## config.mk

```make
export PLATFORM = sky130hd
export DESIGN_NAME = afs_regs
export DESIGN_NICKNAME = d
export VERILOG_FILES = /design/src/rtl/afs_pkg.sv /design/src/rtl/afs_regs.sv
export VERILOG_INCLUDE_DIRS = /design/src /design/src/rtl
export SDC_FILE = /design/constraint.sdc
export NUM_CORES = 1
export LEC_CHECK = 0
export ABC_CLOCK_PERIOD_IN_PS = 1300
export BUFFER_PORTS_ARGS = -buffer_cell sky130_fd_sc_hd__buf_2
export CAP_MARGIN = 30
export CORE_MARGIN = 3
export CORE_UTILIZATION = 47
export DETAILED_ROUTE_END_ITERATION = 8
export PLACE_DENSITY = 0.78
export SETUP_SLACK_MARGIN = 0.2
export SYNTH_ARGS = -nofsm -noshare
export SYNTH_HDL_FRONTEND = slang
export SYNTH_SLANG_ARGS = --single-unit
```

## constraint.sdc

```tcl
create_clock -name clk -period 1.3 [get_ports clk]
set_input_delay 0.13 -clock clk [delete_from_list [all_inputs] [get_ports clk]]
set_output_delay 0.13 -clock clk [all_outputs]
set_load 0.03 [all_outputs]
```

## src/rtl/afs_defines.svh

```systemverilog
/*
 * Offsets, field positions and reset values of the amplifier fault status registers.
 * Assumes inclusion by bare name from design files; definitions only.
 */
`ifndef AFS_DEFINES_SVH
`define AFS_DEFINES_SVH

// register offsets
`define AFS_ADDR_SUPPLY_STATUS  8'h11
`define AFS_ADDR_THERMAL_MEM    8'h12
`define AFS_ADDR_THERMAL_STATUS 8'h13
`define AFS_ADDR_LOAD_MEM       8'h14

// reset values and the value read at unmapped offsets
`define AFS_RST_BYTE            8'h00
`define AFS_RST_THERMAL_MEM     6'h00
`define AFS_RST_LOAD_MEM        4'h0
`define AFS_READ_ZERO           8'h00

// supply status fields
`define AFS_SUP_WARN_BIT        7
`define AFS_SUP_FAULT_BIT       6
`define AFS_SUP_GATE_BIT        5
`define AFS_SUP_PS_OV_BIT       3
`define AFS_SUP_BAT_OV_BIT      2
`define AFS_SUP_PS_UV_BIT       1
`define AFS_SUP_BAT_UV_BIT      0

// thermal/clock fields of the status register; bits 5..0 shared with memory
`define AFS_TC_WARN_BIT         7
`define AFS_TC_FAULT_BIT        6
`define AFS_TC_CLK_BIT          5
`define AFS_TC_OVERTEMP_SHUTDOWN_BIT         4
`define AFS_TC_CH_MSB           3

`endif

```

## src/rtl/afs_pkg.sv

```systemverilog
/*
 * Types of the amplifier fault status register bank.
 * Assumes afs_defines.svh holds every number.
 */
package afs_pkg;

   typedef logic [7:0] afs_byte_t;

   // live supply conditions
   typedef struct packed {
      logic any_warning;
      logic any_fault;
      logic gate_drive_regulator_fault;
      logic power_stage_supply_ov;
      logic battery_supply_ov;
      logic power_stage_supply_uv;
      logic battery_supply_uv;
   } afs_supply_s;

   // live thermal, clock and channel conditions; index 0 is channel 1
   typedef struct packed {
      logic       warning_output_state;
      logic       fault_output_state;
      logic       clock_follower;
      logic       sync_clock_error;
      logic       overtemp_shutdown;
      logic [3:0] ch_overtemp_shutdown;
      logic [3:0] ch_load_current_limit;
   } afs_thermal_s;

   // one register access from the serial control engine
   typedef struct packed {
      afs_byte_t addr;
      logic      rd;
      logic      wr;
      afs_byte_t wdata;
   } afs_reg_req_s;

endpackage

```

## src/rtl/afs_regs.sv

```systemverilog
/*
 * Read-only fault status and fault memory registers of a four-channel amplifier.
 * Assumes the serial control engine presents one-cycle read/write strobes and
 * that all live conditions are synchronous to clk.
 */
// Behaviour
// - supply status bit 7 reads 1 when any warning is active.
// - supply status bit 6 reads 1 when any fault is active.
// - supply status bit 5 shows live gate drive regulator fault.
// - supply status bit 3 shows power stage supply overvoltage.
// - supply status bit 2 shows battery supply overvoltage.
// - supply status bit 1 shows power stage supply undervoltage.
// - supply status bit 0 shows battery supply undervoltage.
// - thermal memory bit 5 stores sync clock faults, follower mode only.
// - thermal memory bit 4 stores global overtemp shutdown events.
// - thermal memory bits 3..0 store channel 1..4 overtemp shutdown events.
// - thermal status bit 7 mirrors the internal warning output state.
// - thermal status bit 6 mirrors the internal fault output state.
// - thermal status bit 5 shows live sync clock error in follower mode.
// - thermal status bit 4 shows global die overtemp shutdown.
// - thermal status bits 3..0 show channel 1..4 overtemp shutdown live.
// - reading load current memory returns content then clears it.
// - load current memory bits 3..0 store channel 1..4 limit faults.
`timescale 1ns/1ns
`default_nettype none
`include "afs_defines.svh"

module afs_regs (
   input  wire logic                  clk,
   input  wire logic                  rst_n,
   input  wire afs_pkg::afs_supply_s  supply_in,
   input  wire afs_pkg::afs_thermal_s thermal_in,
   input  wire logic                  stored_clear,
   input  wire afs_pkg::afs_reg_req_s reg_req,
   output var  afs_pkg::afs_byte_t    reg_rdata,
   output logic                       reg_rvalid,
   output logic [3:0]                 load_current_fault_stored
);

   ////////////////////////////////////////////////////////////////////////////
   // state

   afs_pkg::afs_byte_t sup_q;
   afs_pkg::afs_byte_t sup_d;
   afs_pkg::afs_byte_t tcs_q;
   afs_pkg::afs_byte_t tcs_d;
   logic [5:0]         tcm_q;
   logic [5:0]         tcm_d;
   logic [3:0]         lcm_q;
   logic [3:0]         lcm_d;
   afs_pkg::afs_byte_t rdata_q;
   afs_pkg::afs_byte_t rdata_d;
   logic               rvalid_q;
   logic               rvalid_d;

   logic [3:0]         ch_overtemp_shutdown_bits;
   logic [3:0]         ch_limit_bits;
   logic               clk_err_live;
   logic               fault_local;
   logic               rd_load_mem;

   ////////////////////////////////////////////////////////////////////////////
   // channel remap: channel 1 sits in bit 3

   genvar gi;
   generate
      for (gi = 0; gi < 4; gi++) begin : g_ch
         assign ch_overtemp_shutdown_bits[`AFS_TC_CH_MSB - gi]  = thermal_in.ch_overtemp_shutdown[gi];
         assign ch_limit_bits[`AFS_TC_CH_MSB - gi] = thermal_in.ch_load_current_limit[gi];
      end
   endgenerate

   // clock error counts only as a clock follower
   assign clk_err_live = thermal_in.clock_follower & thermal_in.sync_clock_error;

   assign fault_local = supply_in.gate_drive_regulator_fault
                      | supply_in.power_stage_supply_ov
                      | supply_in.battery_supply_ov
                      | supply_in.power_stage_supply_uv
                      | supply_in.battery_supply_uv
                      | thermal_in.overtemp_shutdown
                      | (|thermal_in.ch_overtemp_shutdown)
                      | (|thermal_in.ch_load_current_limit)
                      | clk_err_live;

   assign rd_load_mem = reg_req.rd && (reg_req.addr == `AFS_ADDR_LOAD_MEM);

   ////////////////////////////////////////////////////////////////////////////
   // live status snapshots

   always_comb begin
      sup_d                      = `AFS_RST_BYTE;
      sup_d[`AFS_SUP_WARN_BIT]   = supply_in.any_warning;
      sup_d[`AFS_SUP_FAULT_BIT]  = supply_in.any_fault | fault_local;
      sup_d[`AFS_SUP_GATE_BIT]   = supply_in.gate_drive_regulator_fault;
      sup_d[`AFS_SUP_PS_OV_BIT]  = supply_in.power_stage_supply_ov;
      sup_d[`AFS_SUP_BAT_OV_BIT] = supply_in.battery_supply_ov;
      sup_d[`AFS_SUP_PS_UV_BIT]  = supply_in.power_stage_supply_uv;
      sup_d[`AFS_SUP_BAT_UV_BIT] = supply_in.battery_supply_uv;
      tcs_d                      = `AFS_RST_BYTE;
      tcs_d[`AFS_TC_WARN_BIT]    = thermal_in.warning_output_state;
      tcs_d[`AFS_TC_FAULT_BIT]   = thermal_in.fault_output_state;
      tcs_d[`AFS_TC_CLK_BIT]     = clk_err_live;
      tcs_d[`AFS_TC_OVERTEMP_SHUTDOWN_BIT]    = thermal_in.overtemp_shutdown;
      tcs_d[`AFS_TC_CH_MSB:0]    = ch_overtemp_shutdown_bits;
   end

   always_ff @(posedge clk or negedge rst_n) begin
      if (!rst_n) begin
         sup_q <= `AFS_RST_BYTE;
         tcs_q <= `AFS_RST_BYTE;
      end else begin
         sup_q <= sup_d;
         tcs_q <= tcs_d;
      end
   end

   ////////////////////////////////////////////////////////////////////////////
   // fault memories; a new event beats a clear in the same cycle

   always_comb begin
      tcm_d = tcm_q;
      if (stored_clear) begin
         tcm_d = `AFS_RST_THERMAL_MEM;
      end
      tcm_d = tcm_d | {clk_err_live, thermal_in.overtemp_shutdown, ch_overtemp_shutdown_bits};
      lcm_d = lcm_q;
      if (rd_load_mem) begin
         lcm_d = `AFS_RST_LOAD_MEM;
      end
      lcm_d = lcm_d | ch_limit_bits;
   end

   always_ff @(posedge clk or negedge rst_n) begin
      if (!rst_n) begin
         tcm_q <= `AFS_RST_THERMAL_MEM;
         lcm_q <= `AFS_RST_LOAD_MEM;
      end else begin
         tcm_q <= tcm_d;
         lcm_q <= lcm_d;
      end
   end

   ////////////////////////////////////////////////////////////////////////////
   // read port; writes never reach any register

   always_comb begin
      rdata_d  = rdata_q;
      rvalid_d = reg_req.rd;
      if (reg_req.rd) begin
         case (reg_req.addr)
            `AFS_ADDR_SUPPLY_STATUS:  rdata_d = sup_q;
            `AFS_ADDR_THERMAL_MEM:    rdata_d = {2'h0, tcm_q};
            `AFS_ADDR_THERMAL_STATUS: rdata_d = tcs_q;
            `AFS_ADDR_LOAD_MEM:       rdata_d = {4'h0, lcm_q};
            default:                  rdata_d = `AFS_READ_ZERO;
         endcase
      end
   end

   always_ff @(posedge clk or negedge rst_n) begin
      if (!rst_n) begin
         rdata_q  <= `AFS_RST_BYTE;
         rvalid_q <= 1'b0;
      end else begin
         rdata_q  <= rdata_d;
         rvalid_q <= rvalid_d;
      end
   end

   assign reg_rdata                 = rdata_q;
   assign reg_rvalid                = rvalid_q;
   assign load_current_fault_stored = lcm_q;
endmodule

`default_nettype wire

```

==> metrics.cfg, run 1 <==
[run_status]
status=complete, no violations

[die]
start_util_pct=51.3
die_w_um=59.2
core-area_um2=2590
std_cell_rows=18
ios=54
fp.dieH_um=59.2
die_area_um2=3500

[global_routing]
met3_usage_pct=4.79
gr-usage-met2_pct=30.3
grt_usage_pct=18.3
gr-usage-met1_pct=23.4
grt-ovfl-total=0
grt_pass1_vias=1059
top_usage_layer=met2
grt_pass1_wl_um=4670
antenna_found_initial=0
grt_max_degree=33

[route]
drc=0
wl_per_cell_um=14.7
first_pass_iters=4
dr_total_vias=1034
antenna_left=0
vias_per_cell=5.22
drtIter0Drc=26
wl_um=2910

[clocking]
root_buffer=clkbuf_4
cts_buffers=5
clkLatencyLatePin_ns=0.32
cts_tree=built
cts.sinks=34
clockBufferDepth=2
path_clk_slew_ns=0.10
cts_setup_buffers=0
cts_max_level=2

[sta]
report.final.slew_viol_count=0
rsz0062_at_grt=yes
finalCritPeriodShare_pct=82.0
skew_ns=0.00729
setup_violations=0
worst_pin_slew_ns=0.430
fin_crit_ns=1.07
fin_hold_ws_ns=0.0142
hold_viol=0
fmax_ghz=0.938
relSlewSlack_pct=71.3
fin_setup_tns_ns=0

[synthesis]
ys_warn_count=0
syn-num-nets=139
synth_area_leaders=dfrtp_1 (64%), a21o_1 (5.6%), mux2i_1 (4.5%)
yosysSeqAreaShare_pct=64.0
synth_top_cell_by_area=dfrtp_1
syn-cell-area_um2=1330
synth_seq_cells=34
yosys_most_used_dff=dfrtp_1
synth_most_common_cell=dfrtp_1
synth_top_cells_by_count=dfrtp_1 (34), a21o_1 (10), inv_1 (10), mux2i_1 (6), nor2_1 (6)
synth.avg_cell_area_um2=13.6
synth-edff-count=0
synthCells=98
yosysUniqueCellTypes=22
yosysTopAreaCellShare_pct=64.0
synth-async-reset-ratio_pct=100

[worst_setup_path]
path_class=in -> reg
cp_data_required_time_ns=1.50
critPathTopFamily=buffers and inverters
max_stage_delay_ns=0.54
start_kind=primary input
cp_slowest_cell=dlygate4sd3_1
worstPathArrival_ns=1.26
path_buf_inv=2
end_kind=flop
worstPathMaxFanout=2
path_cells=dlygate4sd3_1 > buf_2 > or4_1

[power_and_ir_drop]
p_leak_uw=0.000905
ir_drop_mv=0.893
p_per_area_nw_per_um2=1120

[cells_and_area]
utilization_pct=72.8
fill_cells=184
ff_latch_area_um2=851
drive_above_1_share_pct=38.7
antenna_cells=0
layout.nets=209
area_delta_synth_final_pct=41.9
multi_input_area_um2=437

[job]
max-cap-violations=0

[placement]
gp_congestion=0.734
io_buffers=44
hpwl_um=2030

[hold_path]
holdCritPathClass=in -> reg

## sequential cells by signal, indices dropped and copies added, names as in the netlist
| register | flops |
|---|---|
| tcs_q | 8 |
| tcm_q | 6 |
| sup_q | 7 |
| reg_rdata | 8 |
| load_current_fault_stored | 4 |
| reg_rvalid | 1 |
## worst register-to-register path, cell delays in order, from the launching register on
cell	delay, ns
dfrtp_1	0.37
mux2_2	0.26
a22oi_1	0.19
o32ai_1	0.10
## metrics by stage
step | instance area, µm² | power, µW | std cells | worst slack (ns)
after floorplan | 1330 | 1210 | 98 | 0.294
after global placement | 1610 | 1320 | 174 | 0.0366
after CTS | 1860 | 2130 | 198 | 0.220
final | 1890 | 2110 | 198 | 0.234
after detailed placement | 1610 | 1320 | 174 | 0.0326
after global routing | 1890 | 2200 | 198 | 0.172
## repair_timing
action                                  CTS  global route
endpoints found under the setup margin    0             6
hold buffers                             17             0
hold endpoints to repair                 50             0
gates resized for setup                   0             7
## cell families after synthesis
logic type             share of synthesized area (%)
buffers and inverters                           4.52
AND/OR/NAND/NOR                                 10.5
flip-flops                                      64.0
multiplexers                                    6.21
AO/OA/AOI/OAI                                   14.8
## layout make-up
class	instances	area share (%)
clock buffers	6	2.72
clock inverters	1	1.59
inverters	10	1.99
multi-input cells	52	23.2
flip-flops and latches	34	45.1
well taps	30	1.99
repair buffers	65	23.4
## metal layers
layer  wire length (µm)  part of all wire, %  vias to the layer above
met1               1300                   45                      500
met3                213                  7.3                        2
li1                   -                    -                      491
met5                  0                    0                        -
met2               1380                   47                       41
met4                 13                 0.45                        0
## where the power goes
group	internal, µW	switching (µW)
Clock	448	315
Sequential	1090	16.4
Combinational	128	111
## final timing paths
check / depth (start not counted) / startpoint / to / slack, ns
hold / removal: 2 / thermal_in[0] / load_current_fault_stored[3] / 0.01
setup / recovery: 3 / supply_in[0] / sup_q[6] / 0.23
hold reg to reg: 1 / tcm_q[3] / tcm_q[3] / 0.50
setup reg to reg: 3 / sup_q[5] / reg_rdata[5] / 0.26
min in group asynchronous: 2 / rst_n / sup_q[7] / 0.14
max in group asynchronous: 3 / rst_n / sup_q[0] / 0.81
## cells in the final DEF (no fill, tap or decap)
cell / count
buf_2: 43
dfrtp_1: 34
dlygate4sd3_1: 16
a21o_1: 10
inv_1: 10
nor2_1: 6
mux2i_1: 6
clkbuf_4: 5
o32ai_1: 4
o22ai_1: 4
nor4_1: 3
a221oi_2: 3
buf_4: 3
nand2_1: 2
mux2_2: 2
nor2b_1: 2
nor4b_4: 1
nand3b_2: 1
and2_4: 1
nand2b_4: 1
nand4_1: 1
or4_1: 1
a22oi_1: 1
o21bai_4: 1
nand2b_1: 1
a221oi_1: 1
clkbuf_8: 1
bufinv_16: 1
dlymetal6s4s_1: 1
buf_6: 1
buf_12: 1
Note: power is estimated with default switching activity, not from simulation.
==> run 2, diff against run 1 <==
- ABC_AREA: unset -> 1
- ABC_CLOCK_PERIOD_IN_PS: 1300 -> 900
- CORE_UTILIZATION: 47 -> 43
- PLACE_DENSITY: 0.78 -> 0.74
- clock period: 1.3 -> 0.9 ns (I/O delays scaled with it)
==> metrics.cfg, run 2 <==
[power_and_ir_drop]
p_per_area_nw_per_um2=1220
p_leak_uw=0.00123
ir_drop_mv=0.790

[cells_and_area]
fill_cells=215
area_delta_synth_final_pct=63.7
multi_input_area_um2=627
final_common_cell=nand2_1
ff_latch_area_um2=856
drive_above_1_share_pct=46.9
layout.nets=279
antenna_cells=0
utilization_pct=75.7
layout_common_cells=nand2_1 (35), buf_2 (31), dfrtp_1 (30)

[route]
wl_per_cell_um=13.7
drc=0
dr_total_vias=1354
first_pass_iters=7
highest_layer=met4
route.met2.wl_um=2040
vias_per_cell=4.78
wl_um=3880
drtIter0Drc=61
met3_length_um=189
antenna_left=0
wl_met1_um=1610

[placement]
hpwl_um=2640
io_buffers=44
gp_congestion=0.814

[synthesis]
yosysTopAreaCellShare_pct=58.4
synth.avg_cell_area_um2=9.59
synth-async-reset-ratio_pct=100
synth_seq_cells=34
synth_area_leaders=dfrtp_1 (58%), nand2_1 (9.8%), nand3_1 (9.3%)
synth-edff-count=0
synth_top_cell_by_area=dfrtp_1
synth_most_common_cell=nand2_1
ys_warn_count=0
syn-num-nets=193
syn-cell-area_um2=1460
synthCells=152
yosysSeqAreaShare_pct=58.4
yosysUniqueCellTypes=19
yosys_most_used_dff=dfrtp_1
synth_top_cells_by_count=nand2_1 (38), dfrtp_1 (34), nand3_1 (27), inv_1 (18), o21bai_1 (7)

[global_routing]
grt-ovfl-total=0
grt_usage_pct=20.6
grt_pass1_wl_um=6690
grt_max_degree=24
grt_pass1_vias=1472
antenna_found_initial=0

[sta]
fin_crit_ns=1.01
hold_viol=3
report.final.slew_viol_count=0
skew_ns=0.00213
relSlewSlack_pct=71.8
setup_violations=18
worst_slack_ns=-0.106
worst_pin_slew_ns=0.423
rsz0062_at_grt=yes
fin_hold_ws_ns=-0.0201
finalCritPeriodShare_pct=112
fmax_ghz=0.994

[die]
start_util_pct=46.2
die_area_um2=4120
ios=54
fp.dieH_um=64.2
std_cell_rows=20
die_w_um=64.2
core-area_um2=3150

[clocking]
cts_max_level=2
clockBufferDepth=2
clkLatencyLatePin_ns=0.34
cts_tree=built
cts.sinks=34
cts_buffers=5
path_clk_slew_ns=0.10
root_buffer=clkbuf_4

[worst_setup_path]
path_cells=buf_6
path_buf_inv=1
rr_startpoint=load_current_fault_stored[1]
startpoint=load_current_fault_stored[1]
end_kind=output pin
cp_slowest_cell=dfrtp_2
reg2reg_to=reg_rdata[1]
path_class=reg -> out
critPathTopFamily=flip-flops
regToRegSetupSlack_ns=-0.08
r2r_cells=5
worstPathArrival_ns=0.92
worstPathMaxFanout=2
cp_data_required_time_ns=0.81
start_kind=flop
max_stage_delay_ns=0.44

[job]
max-cap-violations=0

[run_status]
status=finished, violations left
violations=hold timing, setup timing

[hold_path]
min_to=sup_q[6]
min-delay-start=supply_in[5]
holdCritPathClass=in -> reg
holdPathStages=3

## run 2: power breakdown
group / internal [µW] / switching (µW)
combinational: 190 / 207
clock: 379 / 528
sequential: 1580 / 31.0
total: 2150 / 765
## run 2: worst min-delay path, delay by kind of cell
kind	cells	cell delay (ns)
AND/OR/NAND/NOR	2	0.12
buffers and inverters	1	0.08
## run 2: logic make-up after synthesis
logic type,Yosys count,share of synthesized area (%)
compound gates,14,6.01
buf+inv,23,7.55
simple gates,81,28.1
flops,34,58.4
## run 2: how the worst max path moves through the flow
stage | end | slack (ns) | cells past startpoint
2_1_floorplan | reg_rdata[2] | 0.05 | 4
3_3_place_gp | load_current_fault_stored[3] | -0.13 | 8
3_5_place_dp | reg_rdata[0] | -0.14 | 9
4_1_cts | load_current_fault_stored[2] | -0.11 | 1
5_1_grt | load_current_fault_stored[3] | -0.14 | 1
6_report | load_current_fault_stored[1] | -0.11 | 1
## run 2: metrics by stage
step	instance area (µm²)	setup TNS [ns]	instances	total power (µW)	setup WS (ns)
floorplan	1570	0	152	1780	0.0536
global placement	1880	-1.16	242	1930	-0.127
detailed placement	1880	-1.38	242	1950	-0.143
CTS	2280	-1.37	277	2910	-0.106
global route	2390	-2.11	283	3040	-0.144
finish	2390	-1.34	283	2920	-0.106
## run 2: final cells by class
class	count	area share, %
Clock buffer	7	2.31
Clock inverter	1	0.210
Inverter	19	4.09
Multi-Input combinational cell	95	26.3
Sequential cell	34	35.9
Tap cell	44	2.31
Timing Repair Buffer	83	28.9
## run 2: repair_timing
item | 4_1_cts | 5_1_grt
setup buffers | 8 | 4
hold buffers | 19 | 13
pin swaps | 11 | 18
gates resized for setup | 29 | 14
endpoints found under the hold margin | 58 | 14
endpoints found under the setup margin | 21 | 29
## run 2: per-layer routing
layer	vias to the layer above	global-route usage, %
met2	44	33.8
met4	0	5.80
li1	660	-
met3	6	5.62
met5	-	0
met1	644	26.8
